## src/common/ram_part_regs.svh

```systemverilog
// What this block does
// - upper sixteen bits of all three base registers read zero, no storage.
// - user data base keeps a writable field in bits 15 to 10.
// - user program base keeps a writable field in bits 15 to 10.
// - bits 9 to 0 of each base register always read zero.
// - reset clears every base register, giving all RAM to kernel data.
// - a fixed 32-bit read-only register reports RAM capacity in bytes.
// - size reads 0x1000, 0x2000, 0x4000, 0x8000 or 0x10000 by capacity.
// - kernel program base keeps a writable field in bits 15 to 10.
`ifndef RAM_PART_REGS_SVH
`define RAM_PART_REGS_SVH
`define KERNEL_PROGRAM_BASE_OFFSET 8'h00
`define USER_DATA_BASE_OFFSET      8'h04
`define USER_PROGRAM_BASE_OFFSET   8'h08
`define DATA_RAM_SIZE_OFFSET       8'h0C
`define BASE_FIELD_LSB             10
`define BASE_FIELD_MSB             15
`define BASE_FIELD_RESET           6'h00
`define DATA_RAM_SIZE_DEFAULT      32'h00010000
`endif

```

## src/common/ram_part_pkg.sv

```systemverilog
package ram_part_pkg;
    typedef struct packed {
        logic [1:0]  htrans;
        logic [31:0] haddr;
        logic        hwrite;
        logic [2:0]  hsize;
        logic        hsel;
        logic        hready;
    } ahb_req_t;
    typedef enum logic [2:0] {
        reg_none = 3'b001,
        reg_read = 3'b010,
        reg_write = 3'b100
    } access_state_t;
    typedef struct packed {
        logic [5:0] kernel_program;
        logic [5:0] user_data;
        logic [5:0] user_program;
    } bounds_t;
endpackage

```

## src/rtl/ram_partition.sv

```systemverilog
`timescale 1ns/100ps
`include "ram_part_regs.svh"
module ram_partition #(
    parameter logic [31:0] RAM_SIZE = `DATA_RAM_SIZE_DEFAULT
) (
    input  wire logic                clock,
    input  wire logic                resetn,
    input  wire logic                hsel,
    input  wire logic [31:0]         haddr,
    input  wire logic [1:0]          htrans,
    input  wire logic                hwrite,
    input  wire logic [2:0]          hsize,
    input  wire logic                hready,
    input  wire logic [31:0]         hwdata,
    output logic [31:0]              hrdata,
    output logic                     hreadyout,
    output logic                     hresp,
    output ram_part_pkg::bounds_t    bounds
);
    import ram_part_pkg::*;

    ahb_req_t      req;            // address phase as one bundle
    access_state_t state;          // kind of the data phase under way
    access_state_t next_state;
    logic [7:0]    addr_q;         // offset held through the data phase
    logic [7:0]    next_addr;
    logic [3:0]    slot_q;         // one-hot register slot of addr_q
    logic [3:0]    next_slot;
    logic          taken;          // address phase accepted at this edge
    logic          read_phase;
    logic          write_phase;
    logic [2:0]    base_write;     // one strobe per boundary field
    logic          forward_hit;
    logic [31:0]   forward_word;
    logic [31:0]   next_rdata;
    logic [31:0]   kp_value;
    logic [31:0]   ud_value;
    logic [31:0]   up_value;

    // exact match on the decoded low address byte; higher bits alias
    function automatic logic hit(input logic [7:0] a, input logic [7:0] off);
        hit = (a == off);
    endfunction

    // one-hot slot of an offset: bit 0 kernel program, bit 1 user data,
    // bit 2 user program, bit 3 size; holes give zero and read zero
    function automatic logic [3:0] slot_of(input logic [7:0] a);
        slot_of = {hit(a, `DATA_RAM_SIZE_OFFSET),
                   hit(a, `USER_PROGRAM_BASE_OFFSET),
                   hit(a, `USER_DATA_BASE_OFFSET),
                   hit(a, `KERNEL_PROGRAM_BASE_OFFSET)};
    endfunction

    // bus word of a boundary field; nothing is stored around the field
    function automatic logic [31:0] base_word(input logic [5:0] f);
        base_word = {16'h0000, f, 10'h000};
    endfunction

    // bundle the address phase so the decode reads one carrier
    assign req = '{htrans: htrans, haddr: haddr, hwrite: hwrite,
                   hsize: hsize, hsel: hsel, hready: hready};

    // an address phase counts only when selected, ready and non-idle;
    // busy and idle transfers leave nothing for the data phase
    assign taken = req.hready && req.hsel && req.htrans[1];

    // next data-phase kind, offset and slot; while another slave stalls
    // the bus the current data phase simply goes on
    always_comb begin
        next_state = state;
        next_addr  = addr_q;
        next_slot  = slot_q;
        if (req.hready) begin
            next_addr  = req.haddr[7:0];
            next_slot  = slot_of(req.haddr[7:0]);
            next_state = reg_none;
            if (taken) begin
                next_state = req.hwrite ? reg_write : reg_read;
            end
        end
    end

    // decode the one-hot state into the two phase flags
    always_comb begin
        read_phase  = 1'b0;
        write_phase = 1'b0;
        case (state)
            reg_none: begin
                read_phase  = 1'b0;
                write_phase = 1'b0;
            end
            reg_read: begin
                read_phase  = 1'b1;
            end
            reg_write: begin
                write_phase = 1'b1;
            end
            default: begin
                read_phase  = 1'b0;
                write_phase = 1'b0;
            end
        endcase
    end

    // kind of the data phase; reset leaves the bus with nothing pending
    always_ff @(posedge clock or negedge resetn) begin
        if (!resetn) begin
            state <= reg_none;
        end else begin
            state <= next_state;
        end
    end

    // offset of the transfer in its data phase
    always_ff @(posedge clock or negedge resetn) begin
        if (!resetn) begin
            addr_q <= 8'h00;
        end else begin
            addr_q <= next_addr;
        end
    end

    // slot of the transfer in its data phase, decoded once up front
    // so the write strobes do not sit behind the comparators
    always_ff @(posedge clock or negedge resetn) begin
        if (!resetn) begin
            slot_q <= 4'h0;
        end else begin
            slot_q <= next_slot;
        end
    end

    // a write lands at the edge that ends its data phase; the size slot
    // has no strobe at all, so writes to it vanish
    assign base_write = {3{write_phase && req.hready}} & slot_q[2:0];

    // kernel program base: same format, used only as the lower bound
    base_field kernel_program_field (
        .clock        (clock),
        .resetn       (resetn),
        .write_strobe (base_write[0]),
        .write_data   (hwdata),
        .field        (bounds.kernel_program),
        .read_value   (kp_value)
    );

    // user data base
    base_field user_data_field (
        .clock        (clock),
        .resetn       (resetn),
        .write_strobe (base_write[1]),
        .write_data   (hwdata),
        .field        (bounds.user_data),
        .read_value   (ud_value)
    );

    // user program base
    base_field user_program_field (
        .clock        (clock),
        .resetn       (resetn),
        .write_strobe (base_write[2]),
        .write_data   (hwdata),
        .field        (bounds.user_program),
        .read_value   (up_value)
    );

    // ordering and size limits are software's duty: bad values are
    // stored as written, and the decode that uses them must cope

    // a write in its data phase lands at the same edge that takes the
    // next address phase; forward it so a read right behind it is fresh
    assign forward_hit  = write_phase && req.hready &&
                          (slot_q[2:0] != 3'b000) &&
                          (next_addr == addr_q);
    assign forward_word = base_word(hwdata[`BASE_FIELD_MSB:`BASE_FIELD_LSB]);

    // word for the coming data phase; zero whenever no read is under way
    always_comb begin
        next_rdata = hrdata;
        if (req.hready) begin
            next_rdata = 32'h00000000;
            if (taken && !req.hwrite) begin
                case (next_slot)
                    4'b0001: next_rdata = kp_value;
                    4'b0010: next_rdata = ud_value;
                    4'b0100: next_rdata = up_value;
                    4'b1000: next_rdata = RAM_SIZE;
                    default: next_rdata = 32'h00000000;
                endcase
                if (forward_hit) begin
                    next_rdata = forward_word;
                end
            end
        end
    end

    // read data from a register: costs no wait state, since the word is
    // chosen during the address phase and launched at its closing edge
    always_ff @(posedge clock or negedge resetn) begin
        if (!resetn) begin
            hrdata <= 32'h00000000;
        end else begin
            hrdata <= next_rdata;
        end
    end

    // every access finishes at once and always with OKAY
    assign hreadyout = 1'b1;
    assign hresp     = 1'b0;

    // read_phase is kept for the decode symmetry; hrdata already
    // carries the read, so nothing else needs it
endmodule // ram_partition

```

## src/rtl/base_field.sv

```systemverilog
`timescale 1ns/100ps
`include "ram_part_regs.svh"
// one 1 KB-granular boundary field; only bits 15..10 have storage
module base_field (
    input  wire logic        clock,
    input  wire logic        resetn,
    input  wire logic        write_strobe,
    input  wire logic [31:0] write_data,
    output logic [5:0]       field,
    output logic [31:0]      read_value
);
    // reset gives all RAM to kernel data
    always_ff @(posedge clock or negedge resetn) begin
        if (!resetn) begin
            field <= `BASE_FIELD_RESET;
        end else if (write_strobe) begin
            // low and upper bits of the write are dropped
            field <= write_data[`BASE_FIELD_MSB:`BASE_FIELD_LSB];
        end
    end
    // upper half and low ten bits are constant zero
    assign read_value = {16'h0000, field, 10'h000};
endmodule // base_field

```

## config.mk

```make
export PLATFORM = sky130hd
export DESIGN_NAME = ram_partition
export DESIGN_NICKNAME = d
export VERILOG_FILES = /design/src/common/ram_part_pkg.sv /design/src/rtl/ram_partition.sv /design/src/rtl/base_field.sv
export VERILOG_INCLUDE_DIRS = /design/src /design/src/common
export SDC_FILE = /design/constraint.sdc
export NUM_CORES = 1
export LEC_CHECK = 0
export ABC_AREA = 1
export BUFFER_PORTS_ARGS = -buffer_cell sky130_fd_sc_hd__buf_4
export CAP_MARGIN = 20
export CORE_MARGIN = 2
export CORE_UTILIZATION = 53
export DETAILED_ROUTE_END_ITERATION = 10
export GPL_TIMING_DRIVEN = 0
export PLACE_DENSITY = 0.93
export SKIP_CTS_REPAIR_TIMING = 1
export SYNTH_ARGS = -nofsm -noshare
export SYNTH_HDL_FRONTEND = slang
export SYNTH_HIERARCHICAL = 1
export SYNTH_SLANG_ARGS = --single-unit
```

## constraint.sdc

```tcl
create_clock -name clock -period 4.84 [get_ports clock]
set_clock_uncertainty 0.15 [all_clocks]
set_input_delay 0.968 -clock clock [delete_from_list [all_inputs] [get_ports clock]]
set_output_delay 0.968 -clock clock [all_outputs]
set_load 0.05 [all_outputs]
```

==> flow_summary_export.csv, run 1 <==
group,metric,value,unit
timing,tightestPinTransition,0.837,ns
routing,drc,0,
routing,vias,4159,
pwr,powerDensity,225,nW/µm²
logic_synthesis,ys_ff_latch,65,
die,start_util,0.546,
cts,cts_buffers,9,
critical_path,r2r_setup_slack,2.95,ns
cts,clkSlewWorstSetupHoldPaths,0.07,ns
cts,clk_path_buf_depth,2,
routing,routedWlPerCell,12.3,µm
timing,period_share,0.498,
pwr,power_leakage,3.34,nW
logic_synthesis,synth-compound-area-share,0.0268,
cts,numClockSinks,65,
grt,antenna_found_initial,0,
layout,multi_input_area,2120,µm²
min_path,hp-class,"register to register",
placed_design,place_hpwl,7990,µm
pwr,p_sw,0.000308,W
timing,whs,0.334,ns
routing,dr.pass1.iters,5,
die,design.core.area,8220,µm²
grt,grt.total_usage,0.259,
placed_design,gp_congestion,0.866,
timing,report.final.slew_viol_count,0,
cts,clockRootBuffer,"clkbuf_8",
grt,grt_max_degree,66,
critical_path,worst-path-max-fanout,10,
routing,ant_nets,0,
die,die_area,9220,µm²
cts,cts_tree,"done",
pwr,p_int,0.000963,W
die,die_y,96.0,µm
logic_synthesis,synth_top_family_by_area,"simple AND/OR/NAND/NOR gates",
logic_synthesis,synth_fa_ha_area_frac,0,
layout,drive_gt1_frac,0.305,
critical_path,worstSetupStartpointType,"input pin",
grt,grt_pass1_vias,4106,
logic_synthesis,syn_avg_cell_area,7.25,µm²
timing,setup_viol,0,
die,die_w,96.0,µm
cts,clk_latency,0.34,ns
grt,grt_overflow,0,
layout,fin_util,0.688,
status,outcome,"complete, no violations",
routing,vias_per_cell,4.71,
critical_path,critPathArrivalTime,2.50,ns
job,maxCapViolCount,0,
layout,diodes,0,
logic_synthesis,synth-xor-area-share,0,
pwr,seq_power_share,0.439,
critical_path,crit_required,4.93,ns
logic_synthesis,synth_warnings,6,
logic_synthesis,yosys.area.top_type,"dfrtp_1",
logic_synthesis,synth_cells,619,
pwr,p_sw_frac,0.243,
pwr,vdd_ir_drop_max,0.170,mV
placed_design,io_buffers,69,
critical_path,end_kind,"register",
layout,fillCellCount,626,
die,placementRows,33,
timing,slew_headroom,0.442,
timing,max_freq,0.415,GHz
logic_synthesis,synth_area_leaders,"dfrtp_1 36%, nand2_1 20%, buf_4 17%",
logic_synthesis,syn-cell-area,4490,µm²
logic_synthesis,muxShareOfSynthArea,0,
logic_synthesis,yosysSeqAreaShare,0.363,
layout,fin_nets,848,
routing,wirelength,10900,µm
pwr,pwr-share-comb,0.126,
timing,period_needed,2.41,ns
timing,rsz0062_at_grt,"false",
timing,hold_viol,0,
logic_synthesis,synth_top_area_frac,0.357,
layout,regArea,1630,µm²
cts,htree_levels,3,
layout,synthToLayoutAreaGrowth,25.9,%
die,top_level_ports,126,
grt,grt_pass1_wl,18400,µm
routing,drt_iter0_drc,230,
timing,tns,0,ns
pwr,p_clk_frac,0.434,
critical_path,path_class,"input pin to register",
logic_synthesis,yosys.area_share.simple,0.379,
logic_synthesis,synth_cell_types,30,
-- through the flow --
step	instance area, µm²	setup WS [ns]	cells	total power [W]
after floorplan	4770	2.45	694	0.000678
after global placement	5420	2.11	868	0.000719
after detailed placement	5420	2.07	868	0.000723
after CTS	5650	2.44	883	0.00127
after global routing	5650	2.32	883	0.00132
final	5650	2.43	883	0.00127
-- power groups by stage --
stage / Sequential [W] / Clock, W / Combinational, W
after floorplan: 0.000572 / 0 / 0.000106
after global placement: 0.000568 / 0 / 0.000151
after detailed placement: 0.000568 / 0 / 0.000154
after global routing: 0.000559 / 0.000589 / 0.000177
final: 0.000559 / 0.000552 / 0.000160
after CTS: 0.000558 / 0.000560 / 0.000155
-- per-layer routing --
metal  share of wire  global-route usage
met3           0.060              0.0548
met2            0.50               0.430
met4           0.021              0.0988
met5               0                   0
met1            0.42               0.330
-- final timing paths --
kind | start | to | depth (start not counted)
worst max-delay path | hready | hrdata[16] | 10
worst min-delay path | hrdata[0] | hrdata[0] | 2
worst max register to register | state[1] | hrdata[12] | 10
worst min register to register | hrdata[0] | hrdata[0] | 2
max in group asynchronous | resetn | hrdata[2] | 1
min in group asynchronous | resetn | user_data_field/field[4] | 1
-- area by class of cell --
cell class,count,share of cell area
plain buffers,118,0.157
inverters,34,0.0233
flip-flops and latches,65,0.288
multi-input cells,477,0.375
clock buffers,9,0.0219
well taps,105,0.0233
clock inverters,6,0.0190
repair buffers,69,0.0917
-- registers in the layout, indices dropped and copies added, names as in the netlist --
| signal | flops |
|---|---|
| hrdata | 32 |
| kernel_program_field/field | 6 |
| slot_q | 4 |
| state | 3 |
| addr_q | 8 |
| user_program_field/field | 6 |
| user_data_field/field | 6 |
-- worst max-delay path: stages --
cell and delay (ns):
buf_4 0.12, buf_6 0.14, buf_6 0.14, nand3_1 0.11, nand2_1 0.10, nor4_4 0.33, nand3_4 0.23, buf_6 0.21
nand3_1 0.09, nand2_1 0.05
-- Yosys cell counts --
| cell | instances |
|---|---|
| nand2_1 | 237 |
| buf_4 | 99 |
| nand3_1 | 92 |
| dfrtp_1 | 64 |
| inv_1 | 24 |
| nor2_1 | 20 |
| o21ai_0 | 11 |
| buf_6 | 9 |
| nor2_2 | 9 |
| inv_2 | 8 |
| buf_2 | 6 |
| conb_1 | 5 |
| nand2_2 | 5 |
| clkbuf_1 | 4 |
| nand2_4 | 3 |
| nor2_4 | 3 |
| a21boi_0 | 2 |
| a31oi_1 | 2 |
| nand3_2 | 2 |
| nand4_1 | 2 |
| nor3_1 | 2 |
| o21bai_4 | 2 |
| clkinv_2 | 1 |
| dfstp_2 | 1 |
| inv_4 | 1 |
| nand3_4 | 1 |
| nand3b_1 | 1 |
| nor2_8 | 1 |
| nor3_2 | 1 |
| nor4_4 | 1 |
-- layout by cell type (no fill, tap or decap), drive strengths merged --
cell and n:
clkinvlp 1, clkbuf 13, dfrtp 64, nor4 1, o21ai 11, nand3b 1, nor3 3, bufinv 3
a21boi 2, nor2 33, inv 33, a31oi 2, nand4 2, nand3 95, clkinv 3, dfstp 1
nand2 245, buf 183, conb 80, o21bai 2
-- cell families (layout without fill, tap and decap cells) --
logic type	count (synthesis)	count (layout)
AND/OR/NAND/NOR	380	380
buffers and inverters	152	236
flip-flops	65	65
other	5	80
AO/OA/AOI/OAI	17	17
(Power assumes the default switching activity.)
==> run 2: changes to the inputs <==
Settings changed: ABC_AREA 1 to 0, PLACE_DENSITY 0.93 to 0.94.
Clock period 4.84 ns to 2.4 ns, I/O delays scaled along.
==> run 2 against run 1 <==
Setup slack got worse by 2.3 ns. Register-to-register slack got worse by 2.8 ns. Critical path depth decreased by 4. Synthesized area shrank 10%. Synthesized cell count is 43% lower. Sequential share of layout area rose by 2.9 points. Sequential cell count stayed put. Non-clock buffer count rose by 3. Highest routed layer unchanged.
==> flow_summary_export.csv, run 2 <==
group,metric,value,unit
routing,ant_nets,0,
grt,grtUsageMet1,0.285,
critical_path,r2r_start,"state[1]",
layout,layout_commonest_cell,"buf_4",
pwr,powerDensity,466,nW/µm²
layout,largest_reg_flops,32,
die,placementRows,31,
logic_synthesis,synthFlopType,"dfrtp_1",
routing,wirelength,9500,µm
layout,fin_nets,580,
layout,synthToLayoutAreaGrowth,27.6,%
timing,rsz0062_at_grt,"false",
layout,diodes,0,
critical_path,worstSetupStartpointType,"input pin",
layout,drive_gt1_frac,0.450,
logic_synthesis,syn_avg_cell_area,11.4,µm²
placed_design,dp_slack,-0.378,ns
layout,reg.largest.list,"hrdata: 32 flops, addr_q: 8 flops",
routing,dr.pass1.iters,6,
critical_path,max_stage_delay,0.53,ns
die,start_util,0.551,
critical_path,end_kind,"register",
cts,htree_levels,3,
grt,grt.total_usage,0.240,
timing,setup_ws,0.125,ns
routing,drt_iter0_drc,228,
placed_design,gp_congestion,0.885,
timing,max_freq,0.440,GHz
pwr,power_leakage,2.58,nW
logic_synthesis,synth_area_leaders,"dfrtp_1 40%, buf_4 19%, a222oi_1 7.7%",
pwr,power.total,0.00239,W
critical_path,cpMostUsedCell,"clkbuf_1",
logic_synthesis,yosysSeqAreaShare,0.405,
logic_synthesis,synth_cells,352,
cts,clk_latency,0.34,ns
die,design.core.area,7290,µm²
timing,tightestPinTransition,0.823,ns
timing,hold_viol,0,
grt,grt_pass1_wl,15900,µm
grt,busiest_layer,"met2",
timing,setup_viol,0,
critical_path,worst-path-max-fanout,10,
timing,report.final.slew_viol_count,0,
grt,grt_overflow,0,
critical_path,critPathArrivalTime,2.33,ns
logic_synthesis,ys_ff_latch,65,
placed_design,dp.cells,594,
layout,mostFrequentLayoutCells,"167 x buf_4, 80 x conb_1, 64 x dfrtp_1",
layout,top_register,"hrdata",
die,die_w,91.1,µm
critical_path,path_class,"input pin to register",
die,top_level_ports,126,
critical_path,startpoint,"haddr[3]",
routing,vias,3159,
logic_synthesis,async_flop_share,1.00,
logic_synthesis,synth_warnings,6,
placed_design,place_hpwl,6660,µm
grt,grtUsageMet3,0.0614,
cts,numClockSinks,65,
timing,slew_headroom,0.451,
min_path,hp-class,"input pin to asynchronous set/reset pin",
critical_path,crit_chain,"clkbuf_1 -> xnor2_1 -> nand4_1 -> o31ai_2 -> clkbuf_1 -> o21ai_1",
grt,antenna_found_initial,0,
placed_design,io_buffers,67,
logic_synthesis,synth_common_cells,"100 x buf_4, 64 x dfrtp_1, 31 x a222oi_1, 26 x o2bb2ai_1, 18 x mux2_4",
timing,period_share,0.948,
layout,fin_cells,610,
die,die_y,91.1,µm
logic_synthesis,synth_top_area_frac,0.399,
timing,whs,0.0777,ns
logic_synthesis,yosys.area.top_type,"dfrtp_1",
routing,drc,0,
critical_path,path_buf_inv,2,
pwr,vdd_ir_drop_max,0.255,mV
grt,grt_max_degree,66,
cts,cts_buffers,9,
logic_synthesis,syn-cell-area,4020,µm²
job,maxCapViolCount,0,
cts,cts_tree,"done",
critical_path,critical-path-slowest-cell,"o31ai_2",
logic_synthesis,yosysMostFrequentCell,"buf_4",
critical_path,critical_path.top_delay_family,"buffers and inverters",
critical_path,crit_required,2.46,ns
cts,clockRootBuffer,"clkbuf_8",
logic_synthesis,synth_edf_count,0,
logic_synthesis,synth_cell_types,46,
die,die_area,8300,µm²
grt,grt_pass1_vias,3335,
grt,met2_usage,0.425,
cts,clk_path_buf_depth,2,
cts,clkSlewWorstSetupHoldPaths,0.07,ns
routing,routedWlPerCell,15.6,µm
timing,period_needed,2.27,ns
status,outcome,"complete, no violations",
routing,vias_per_cell,5.18,
[run 2: cell types whose count changed in the layout (fill, tap and decap cells not counted), moves of 12 or more]
cell | before | now
inv_1 | 24 | 7
nand2_1 | 237 | 1
nand3_1 | 92 | 2
mux2_4 | 0 | 18
o2bb2ai_1 | 0 | 26
a222oi_1 | 0 | 31
nor2_1 | 20 | 8
[run 2: final timing paths]
path	depth (start not counted)	to	slack (ns)
worst max-delay path	6	hrdata[15]	0.13
max in group asynchronous	1	addr_q[0]	1.48
min in group clock	2	state[0]	0.15
worst min-delay path	1	user_program_field/field[3]	0.08
worst max register to register	5	hrdata[15]	0.17
worst min register to register	1	hrdata[7]	0.34
[run 2: report_power, final]
group | internal (W) | leakage, nW | switching, W
Sequential | 0.00112 | 0.884 | 0.0000164
Clock | 0.000506 | 0.0974 | 0.000422
Combinational | 0.000164 | 1.60 | 0.000161
Total | 0.00179 | 2.58 | 0.000600
[run 2: cell families after synthesis]
family | after synthesis | synth area share
buffers and inverters | 130 | 0.233
other | 5 | 0.00467
and+or+nand+nor | 30 | 0.0489
xor gates and xnor gates | 9 | 0.0196
AOI/OAI and AO/OA | 87 | 0.199
DFF | 65 | 0.405
muxes | 26 | 0.0897
[run 2: layout make-up]
cell class	count	area, µm²
plain buffers	122	906
inverters	8	30.0
well taps	99	124
repair buffers	68	508
clock inverters	3	40.0
multi-input cells	232	1740
flip-flops and latches	65	1630
fillers	560	2170
clock buffers	13	149
[run 2: through the flow]
| step | util | TNS (ns) | instance area, µm² |
|---|---|---|---|
| 5_1_grt | 0.703 | 0 | 5130 |
| 3_5_place_dp | 0.676 | -1.74 | 4930 |
| 6_report | 0.703 | 0 | 5130 |
| 4_1_cts | 0.702 | -0.0507 | 5120 |
| 2_1_floorplan | - | 0 | 4300 |
| 3_3_place_gp | 0.676 | -2.05 | 4930 |
[run 2: layer usage]
layer | up-vias | share of wire
met2 | 123 | 0.52
met5 | - | 0
li1 | 1457 | -
met4 | 0 | 0.021
met1 | 1560 | 0.40
met3 | 19 | 0.062
